File: config.mk
export PLATFORM = sky130hd
export DESIGN_NAME = tdm_command_audio_slave
export DESIGN_NICKNAME = d
export VERILOG_FILES = /design/src/tdm_slave_pkg.sv /design/src/tdm_command_audio_slave.sv
export SDC_FILE = /design/constraint.sdc
export NUM_CORES = 1
export LEC_CHECK = 0
export ABC_AREA = 1
export BUFFER_PORTS_ARGS = -buffer_cell sky130_fd_sc_hd__buf_2
export CORE_ASPECT_RATIO = 1.4
export CORE_MARGIN = 2
export CORE_UTILIZATION = 35
export CTS_CLUSTER_DIAMETER = 120
export DETAILED_ROUTE_END_ITERATION = 10
export SYNTH_ARGS = -nofsm -noshare
export SYNTH_HDL_FRONTEND = slang
export SYNTH_SLANG_ARGS = --single-unit
File: constraint.sdc
create_clock -name pclk -period 2.75 [get_ports pclk]
set_input_delay 0.55 -clock pclk [delete_from_list [all_inputs] [get_ports pclk]]
set_output_delay 0.55 -clock pclk [all_outputs]
set_load 0.01 [all_outputs]
File: src/tdm_slave_pkg.sv
// Constants, field layout and register map of the time-multiplexed command and audio slave.
package tdm_slave_pkg;

   // Field geometry: every field is 32 bits, MSB first, low byte meaningless.
   localparam int FIELD_BITS = 32;
   localparam logic [4:0] POS_LAST = 5'h1F;
   localparam logic [4:0] POS_FIRST = 5'h01;
   // Bit counts within a field at which the reply driver turns on, first drives data and lets go.
   localparam logic [4:0] POS_OE_ON = 5'h0F;
   localparam logic [4:0] POS_DRIVE = 5'h10;
   localparam logic [4:0] POS_RELEASE = 5'h18;

   // Command and extended command field layout.
   localparam int CMD_ACQ_BIT = 31;
   localparam int CMD_EXT_BIT = 30;
   localparam int CMD_CHAIN_BIT = 29;
   localparam int CMD_ID_MSB = 28;
   localparam int CMD_ID_LSB = 24;
   localparam int CMD_RW_BIT = 23;
   localparam int CMD_REG_MSB = 22;
   localparam int CMD_REG_LSB = 16;
   localparam int CMD_DATA_LSB = 8;
   localparam int EARLY_PAD = 17;
   // Audio field layout: 24-bit sample left aligned.
   localparam int AUDIO_MSB = 31;
   localparam int AUDIO_LSB = 8;

   localparam logic [4:0] ID_NONE = 5'h00;
   localparam logic [4:0] ID_ALL = 5'h1F;

   // Register indices; the APB byte address is four times the index.
   localparam logic [6:0] REG_IDX_OUT_CTRL = 7'h13;
   localparam logic [6:0] REG_IDX_CHAIN_ID = 7'h17;
   localparam logic [6:0] REG_IDX_STATUS = 7'h18;
   localparam logic [6:0] REG_IDX_AUDIO_L = 7'h19;
   localparam logic [6:0] REG_IDX_AUDIO_R = 7'h1A;
   localparam int OPE_BIT = 4;
   localparam int STAT_MODE_BIT = 0;
   localparam int STAT_ID_FOUND_BIT = 1;
   localparam int APB_IDX_LSB = 2;
   localparam int APB_IDX_TOP = 9;

   // Frame sync detection, and the number of audio channels per device.
   localparam logic [1:0] FS_TDM_WIDTH = 2'h2;
   localparam logic [1:0] FS_LEN_MAX = 2'h3;
   localparam logic [1:0] GOOD_FRAMES = 2'h2;
   localparam logic [1:0] CHANNELS = 2'h2;

   typedef enum logic [1:0] {
      PH_IDLE = 2'b00,
      PH_CMD = 2'b01,
      PH_EXT = 2'b10,
      PH_AUDIO = 2'b11
   } phase_t;

endpackage : tdm_slave_pkg

File: src/tdm_command_audio_slave.sv
// Receive side of the time-multiplexed command and audio port, with an APB register slave.
//
// Added by the designer: the APB register port and the register offsets.
`timescale 1ns/100ps

module tdm_command_audio_slave
   import tdm_slave_pkg::*;
#(
   parameter int unsigned MAX_ID = 30,
   parameter int unsigned APB_ADDR_W = 12
)
(
   input wire logic pclk,
   input wire logic presetn,
   input wire logic psel,
   input wire logic penable,
   input wire logic pwrite,
   input wire logic [APB_ADDR_W-1:0] paddr,
   input wire logic [31:0] pwdata,
   output logic [31:0] prdata,
   output logic pready,
   output logic pslverr,
   input wire logic bit_clock,
   input wire logic frame_sync,
   input wire logic serial_cmd_in,
   input wire logic chain_token_in,
   output logic reply_out,
   output logic reply_oe_n,
   output logic chain_token_out,
   output logic [23:0] audio_left,
   output logic [23:0] audio_right,
   output logic audio_valid,
   output logic mode_active
);

   generate
      if (MAX_ID < 1 || MAX_ID > 30 || APB_ADDR_W < APB_IDX_TOP)
      begin : g_bad_param
         $error("tdm_command_audio_slave: unsupported parameter value");
      end
   endgenerate

   typedef struct packed {
      logic bck_s1;
      logic bck_s2;
      logic bck_s3;
      logic fs_s1;
      logic fs_s2;
      logic din_s1;
      logic din_s2;
      logic tok_s1;
      logic tok_s2;
      logic fs_prev;
      logic [1:0] hi_len;
      logic [1:0] good_cnt;
      logic cmd_ok;
      phase_t phase;
      logic [4:0] fpos;
      logic [31:0] sr;
      logic had_ext;
      logic acq;
      logic acq_found;
      logic [4:0] acq_cnt;
      logic [4:0] my_id;
      logic output_channel_disable;
      logic own;
      logic done;
      logic [1:0] taken;
      logic [23:0] aud_l;
      logic [23:0] aud_r;
      logic aud_valid;
      logic read_pend;
      logic [7:0] rsh;
      logic reply_out;
      logic reply_oe_n;
      logic tok_out;
      logic [31:0] prdata;
   } state_t;

   state_t s_r;
   state_t s_nxt;

   logic bck_rise;
   logic bck_fall;
   logic field_end;
   logic frame_start;
   logic [31:0] word;
   logic [31:0] early_word;
   logic read_cond;
   logic [7:0] rd_val;
   logic [6:0] apb_idx;
   logic apb_mapped;
   logic [31:0] apb_rd;

   // Addressing: input chain only, own identifier, or broadcast for writes.
   function automatic logic addr_hit(input logic [31:0] w, input logic [4:0] id);
      logic [4:0] tid;
      tid = w[CMD_ID_MSB:CMD_ID_LSB];
      addr_hit = !w[CMD_CHAIN_BIT] && ((tid == id && id != ID_NONE) || (tid == ID_ALL && !w[CMD_RW_BIT]));
   endfunction : addr_hit

   function automatic logic [7:0] reg_value(input logic [6:0] idx, input logic output_channel_disable, input logic [4:0] id);
      reg_value = 8'h00;
      case (idx)
         REG_IDX_OUT_CTRL: reg_value[OPE_BIT] = output_channel_disable;
         REG_IDX_CHAIN_ID: reg_value[4:0] = id;
         default: reg_value = 8'h00;
      endcase
   endfunction : reg_value

   // The edge detectors read only the second and third stages, never the first.
   assign bck_rise = s_r.bck_s2 && !s_r.bck_s3;
   assign bck_fall = !s_r.bck_s2 && s_r.bck_s3;
   assign frame_start = bck_rise && s_r.fs_s2 && !s_r.fs_prev;
   assign field_end = bck_rise && !frame_start && s_r.fpos == POS_LAST;
   assign word = {s_r.sr[30:0], s_r.din_s2};
   // Only bits 31..17 have arrived when the driver must turn on; the index is not needed yet.
   assign early_word = {s_r.sr[14:0], {EARLY_PAD{1'b0}}};
   assign read_cond = s_r.cmd_ok && (s_r.phase == PH_CMD || s_r.phase == PH_EXT) && addr_hit(early_word, s_r.my_id)
      && early_word[CMD_RW_BIT] && !(s_r.phase == PH_CMD && early_word[CMD_ACQ_BIT]);
   assign rd_val = reg_value(s_r.sr[6:0], s_r.output_channel_disable, s_r.my_id);

   assign apb_idx = paddr[APB_IDX_TOP-1:APB_IDX_LSB];
   assign apb_mapped = paddr[APB_IDX_LSB-1:0] == '0 && (paddr >> APB_IDX_TOP) == '0
      && (apb_idx == REG_IDX_OUT_CTRL || apb_idx == REG_IDX_CHAIN_ID || apb_idx == REG_IDX_STATUS
      || apb_idx == REG_IDX_AUDIO_L || apb_idx == REG_IDX_AUDIO_R);

   always_comb
   begin
      apb_rd = 32'h0000_0000;
      case (apb_idx)
         REG_IDX_OUT_CTRL: apb_rd[7:0] = reg_value(apb_idx, s_r.output_channel_disable, s_r.my_id);
         REG_IDX_CHAIN_ID: apb_rd[7:0] = reg_value(apb_idx, s_r.output_channel_disable, s_r.my_id);
         REG_IDX_STATUS:
         begin
            apb_rd[STAT_MODE_BIT] = s_r.good_cnt == GOOD_FRAMES;
            apb_rd[STAT_ID_FOUND_BIT] = s_r.acq_found;
         end
         REG_IDX_AUDIO_L: apb_rd[23:0] = s_r.aud_l;
         REG_IDX_AUDIO_R: apb_rd[23:0] = s_r.aud_r;
         default: apb_rd = 32'h0000_0000;
      endcase
      if (!apb_mapped)
      begin
         apb_rd = 32'h0000_0000;
      end
   end

   always_comb
   begin
      s_nxt = s_r;
      s_nxt.aud_valid = 1'b0;
      s_nxt.bck_s1 = bit_clock;
      s_nxt.bck_s2 = s_r.bck_s1;
      s_nxt.bck_s3 = s_r.bck_s2;
      s_nxt.fs_s1 = frame_sync;
      s_nxt.fs_s2 = s_r.fs_s1;
      s_nxt.din_s1 = serial_cmd_in;
      s_nxt.din_s2 = s_r.din_s1;
      s_nxt.tok_s1 = chain_token_in;
      s_nxt.tok_s2 = s_r.tok_s1;

      if (bck_rise)
      begin
         s_nxt.fs_prev = s_r.fs_s2;
         s_nxt.sr = word;
         s_nxt.fpos = 5'(s_r.fpos + 5'h01);
         if (s_r.fs_s2 && s_r.hi_len != FS_LEN_MAX)
            s_nxt.hi_len = 2'(s_r.hi_len + 2'h1);
         // A 50% word clock stays high far longer than two bits and clears the mode.
         if (!s_r.fs_s2 && s_r.fs_prev)
         begin
            if (s_r.hi_len == FS_TDM_WIDTH)
            begin
               if (s_r.good_cnt != GOOD_FRAMES)
                  s_nxt.good_cnt = 2'(s_r.good_cnt + 2'h1);
            end
            else
            begin
               s_nxt.good_cnt = 2'h0;
               s_nxt.cmd_ok = 1'b0;
            end
         end
         if (s_r.acq && !s_r.acq_found)
         begin
            if (s_r.tok_s2)
            begin
               s_nxt.acq_found = 1'b1;
               s_nxt.my_id = (6'(s_r.acq_cnt) + 6'h01 > 6'(MAX_ID)) ? ID_NONE : 5'(s_r.acq_cnt + 5'h01);
            end
            else if (s_r.acq_cnt != ID_ALL)
               s_nxt.acq_cnt = 5'(s_r.acq_cnt + 5'h01);
         end
      end

      if (frame_start)
      begin
         s_nxt.hi_len = 2'h1;
         s_nxt.cmd_ok = s_r.good_cnt == GOOD_FRAMES;
         s_nxt.phase = PH_CMD;
         s_nxt.fpos = POS_FIRST;
         s_nxt.had_ext = 1'b0;
         s_nxt.acq = 1'b0;
         s_nxt.own = 1'b0;
         s_nxt.done = s_r.output_channel_disable;
         s_nxt.taken = 2'h0;
         s_nxt.read_pend = 1'b0;
         s_nxt.reply_oe_n = 1'b1;
      end
      else if (field_end)
      begin
         case (s_r.phase)
            PH_CMD, PH_EXT:
            begin
               if (!s_r.cmd_ok)
                  s_nxt.phase = PH_IDLE;
               else if (s_r.phase == PH_CMD && word[CMD_ACQ_BIT])
               begin
                  s_nxt.phase = PH_IDLE;
                  s_nxt.acq = 1'b1;
                  s_nxt.acq_found = 1'b0;
                  s_nxt.acq_cnt = 5'h00;
               end
               else
               begin
                  if (addr_hit(word, s_r.my_id) && !word[CMD_RW_BIT] && word[CMD_REG_MSB:CMD_REG_LSB] == REG_IDX_OUT_CTRL)
                     s_nxt.output_channel_disable = word[CMD_DATA_LSB + OPE_BIT];
                  if (word[CMD_EXT_BIT])
                  begin
                     s_nxt.phase = PH_EXT;
                     s_nxt.had_ext = 1'b1;
                  end
                  else if (s_r.had_ext || s_r.phase == PH_EXT)
                     s_nxt.phase = PH_IDLE;
                  else
                     s_nxt.phase = PH_AUDIO;
               end
            end
            PH_AUDIO:
            begin
               if (s_r.own)
               begin
                  if (s_r.taken == 2'h0)
                     s_nxt.aud_l = word[AUDIO_MSB:AUDIO_LSB];
                  else
                     s_nxt.aud_r = word[AUDIO_MSB:AUDIO_LSB];
                  s_nxt.taken = 2'(s_r.taken + 2'h1);
                  if (2'(s_r.taken + 2'h1) == CHANNELS)
                  begin
                     s_nxt.own = 1'b0;
                     s_nxt.done = 1'b1;
                     s_nxt.aud_valid = 1'b1;
                  end
               end
            end
            PH_IDLE: s_nxt.phase = PH_IDLE;
            default: s_nxt.phase = PH_IDLE;
         endcase
         // A high token at the end of a slot hands the next slot to this device.
         if (s_nxt.phase == PH_AUDIO && !s_nxt.own && !s_nxt.done && s_r.tok_s2)
            s_nxt.own = 1'b1;
      end

      if (bck_fall)
      begin
         if (s_r.fpos == POS_OE_ON && read_cond)
         begin
            s_nxt.read_pend = 1'b1;
            s_nxt.reply_oe_n = 1'b0;
            s_nxt.reply_out = 1'b0;
         end
         else if (s_r.read_pend)
         begin
            if (s_r.fpos == POS_DRIVE)
            begin
               s_nxt.reply_out = rd_val[7];
               s_nxt.rsh = {rd_val[6:0], 1'b0};
            end
            else if (s_r.fpos > POS_DRIVE && s_r.fpos < POS_RELEASE)
            begin
               s_nxt.reply_out = s_r.rsh[7];
               s_nxt.rsh = {s_r.rsh[6:0], 1'b0};
            end
            else if (s_r.fpos == POS_RELEASE)
            begin
               s_nxt.reply_oe_n = 1'b1;
               s_nxt.read_pend = 1'b0;
            end
         end
      end

      if (s_r.acq)
         s_nxt.tok_out = s_r.acq_found;
      else if (s_r.output_channel_disable)
         s_nxt.tok_out = s_r.tok_s2;
      else
         s_nxt.tok_out = s_r.phase == PH_AUDIO && s_r.own && s_r.taken == 2'h1;

      // Read data is captured in the setup cycle so the access phase needs no wait state.
      if (psel && !penable)
         s_nxt.prdata = apb_rd;
      // A software write lands after the serial path so the APB write wins a collision.
      if (psel && penable && pwrite && apb_mapped && apb_idx == REG_IDX_OUT_CTRL)
         s_nxt.output_channel_disable = pwdata[OPE_BIT];
   end

   always_ff @(posedge pclk or negedge presetn)
   begin
      if (!presetn)
      begin
         s_r <= '0;
         s_r.reply_oe_n <= 1'b1;
      end
      else
      begin
         s_r <= s_nxt;
      end
   end

   assign pready = 1'b1;
   assign pslverr = psel && penable && !apb_mapped;
   assign prdata = s_r.prdata;
   assign reply_out = s_r.reply_out;
   assign reply_oe_n = s_r.reply_oe_n;
   assign chain_token_out = s_r.tok_out;
   assign audio_left = s_r.aud_l;
   assign audio_right = s_r.aud_r;
   assign audio_valid = s_r.aud_valid;
   assign mode_active = s_r.good_cnt == GOOD_FRAMES;
endmodule : tdm_command_audio_slave

==> metrics.yaml <==
placement:
  port_buffers: 99
  place_congestion: 0.861
  dp_hpwl_mm: 12.6
power:
  internal_power_mw: 3.95
  p_switching_mw: 1.21
  seq_power_share_pct: 47.7
  p_clk_share_pct: 46.5
  p_comb_share_pct: 5.9
  vdd_drop_max_uv: 431
  power_density_mw_per_mm2: 598
  leakagePower_nw: 4.31
  switching_share_pct: 23.5
drt:
  wl_per_cell_um: 13.9
  vias: 5840
  ant_nets: 0
  drc: 0
  dr.pass1.iters: 5
  viasPerCell: 4.65
  drt_iter0_drc: 318
  routed_wl_mm: 17.4
die:
  die_x_um: 130
  ios: 140
  die_h_um: 180
  die_area_mm2: 0.0235
  core_mm2: 0.0219
  fp-row-count: 64
  start_util_pct: 35.6
synth:
  syn_area_mm2: 0.00779
  postSynth.asyncResetShare_pct: 100
  yosysTopAreaCell: "dfrtp_1"
  synth_area_leaders: "dfrtp_1, nand2_1, buf_4, o21ai_0, inv_1"
  synth_seq_cells: 155
  synth.distinct_cells: 44
  synth_edf_count: 0
  yosys.area.top_type_share_pct: 49.5
  synth_cells: 922
  ys.flop_type: "dfrtp_1"
  synth_warnings: 0
  syn_avg_cell_area_um2: 8.45
  yosysSeqAreaShare_pct: 49.8
clock_network:
  post-cts-setup-buffers: 0
  clk_pin_slew_ns: 0.06
  cts_tree: "done"
  clock_latency_ns: 0.42
  cts_num_sinks: 155
  cts_resized: 0
  hold_buffers: 0
  htree_num_levels: 4
  clockBufferDepth: 2
  numCtsBuffers: 17
  cts_root_buffer: "clkbuf_16"
timing:
  tns_ns: 0
  whs_ns: 0.0778
  drv_slew: 0
  setup_violations: 0
  grt_setup_unrepaired: "false"
  fin_crit_sh_pct: 87.2
  hold_viol: 0
  fmax_mhz: 417
  period_needed_ns: 2.40
  worstMarginPinSlew_ns: 0.742
  slew_headroom_pct: 50.5
  skew_ns: 0.00745
layout:
  area_growth_pct: 10.8
  finish.utilization_pct: 39.5
  nFillCells: 2252
  antenna_cells: 0
  fin_nets: 1014
  drive_gt1_share_pct: 16.8
min_path:
  hold_class: "in2async"
worst_setup_path:
  reg2reg_depth: 12
  start_kind: "flop"
  path_max_fanout: 13
  crit_type: "reg2reg"
  required_ns: 3.09
  arrival_ns: 2.73
  end_kind: "flop"
grt:
  grt-ovfl-total: 0
  grt_pass1_wl_mm: 28.8
  antenna_found_initial: 0
  grt_max_degree: 51
  grt_pass1_vias: 5670
  track_usage_pct: 15.5
status:
  outcome: "finished, final reports clean"
job:
  drv_cap: 0
-- logic make-up (layout without fill, tap and decap cells) --
| logic type | count (synthesis) | after routing | synth area share (%) |
|---|---|---|---|
| compound gates | 148 | 148 | 11.2 |
| xor+xnor | 5 | 5 | 0.562 |
| fa+ha+maj | 16 | 16 | 2.57 |
| buf+inv | 194 | 223 | 13.9 |
| flops | 155 | 155 | 49.8 |
| mux | 1 | 1 | 0.129 |
| other cells | 2 | 9 | 0.0964 |
| simple gates | 401 | 401 | 21.7 |
-- synth_stat cells, drive strengths merged (2+ instances only) --
| library cell | instances |
|---|---|
| nand2 | 273 |
| dfrtp | 154 |
| buf | 96 |
| o21ai | 94 |
| inv | 80 |
| nand3 | 54 |
| nor2 | 45 |
| a22o | 20 |
| clkbuf | 18 |
| ha | 16 |
| nor3 | 15 |
| a21oi | 14 |
| o22ai | 8 |
| nand4 | 7 |
| o211ai | 4 |
| or2 | 3 |
| xor2 | 3 |
| conb | 2 |
| nand3b | 2 |
| o21bai | 2 |
| o31ai | 2 |
| xnor2 | 2 |
-- flip-flops by register name, summed over array words and instances, names as in the netlist --
signal,flops
audio_left,24
audio_right,24
audio_valid,1
chain_token_out,1
early_word,15
prdata,24
reply_oe_n,1
reply_out,1
s_nxt,5
s_r,59
-- through the flow --
| step | worst slack [ns] | area [um2] | instances | power [mW] |
|---|---|---|---|---|
| after global routing | 0.137 | 8630 | 1255 | 5.40 |
| after detailed placement | 0.398 | 8020 | 1223 | 2.81 |
| after floorplan | 0.603 | 7810 | 929 | 2.67 |
| final | 0.351 | 8630 | 1255 | 5.16 |
| after CTS | 0.387 | 8630 | 1255 | 5.23 |
| after global placement | 0.433 | 8020 | 1223 | 2.80 |
-- final cells by class --
class                      count  area, um2  area share (%)
timing repair buffer         111        617            7.15
inverter                      80        300            3.48
multi-input combinational    580       2850            33.1
sequential                   155       3880            45.0
clock buffer                  22        464            5.38
tap                          297        372            4.31
clock inverter                10        140            1.62
-- worst max-delay path, cell delays in order, from the launching register on --
cell,delay [ns]
dfrtp_1,0.37
ha_1,0.17
inv_1,0.05
nor3_1,0.22
ha_1,0.23
nand2_1,0.06
nor2_1,0.14
nand4_1,0.10
nor3_1,0.33
nand2_1,0.15
nand2_1,0.32
nand2_1,0.10
o21ai_0,0.08
-- layout by cell type, fill, tap and decap left out, types with 16 or more instances in the layout --
| cell | synthesis | final |
|---|---|---|
| nand3_1 | 52 | 52 |
| nand2_1 | 271 | 271 |
| dfrtp_1 | 154 | 154 |
| inv_1 | 77 | 77 |
| clkbuf_16 | 0 | 17 |
| buf_2 | 8 | 98 |
| o21ai_1 | 16 | 16 |
| o21ai_0 | 74 | 74 |
| nor2_1 | 40 | 39 |
| ha_1 | 16 | 16 |
| a22o_1 | 20 | 20 |
-- power groups by stage --
stage          combinational [mW]  sequential [mW]  clock (mW)
2_1_floorplan               0.197             2.47           0
3_3_place_gp                0.299             2.50           0
3_5_place_dp                0.310             2.50           0
4_1_cts                     0.310             2.46        2.46
5_1_grt                     0.356             2.47        2.57
6_report                    0.302             2.46        2.40
-- path summary, 6_finish.rpt --
check	from	endpoint	slack, ns
max	s_r[143]$_DFFE_PN0P_	s_r[37]$_DFFE_PN0P_	0.35
max reg2reg	s_r[143]$_DFFE_PN0P_	s_r[37]$_DFFE_PN0P_	0.35
min	presetn	s_nxt[158]$_DFF_PN0_	0.08
min reg2reg	s_nxt[156]$_DFF_PN0_	s_r[156]$_DFF_PN0_	0.35
max in group asynchronous	presetn	audio_left[1]$_DFFE_PN0P_	1.96
min in group pclk	chain_token_in	s_nxt[156]$_DFF_PN0_	0.23
-- routing by layer --
metal | GRT usage [%] | vias to the layer above | share of wire (%)
li1 | - | 2935 | -
met1 | 19.0 | 2770 | 43
met2 | 26.7 | 113 | 51
met3 | 2.97 | 22 | 3.8
met4 | 5.59 | 0 | 1.8
met5 | 0 | - | 0
Power figures use the tool's default switching activity.
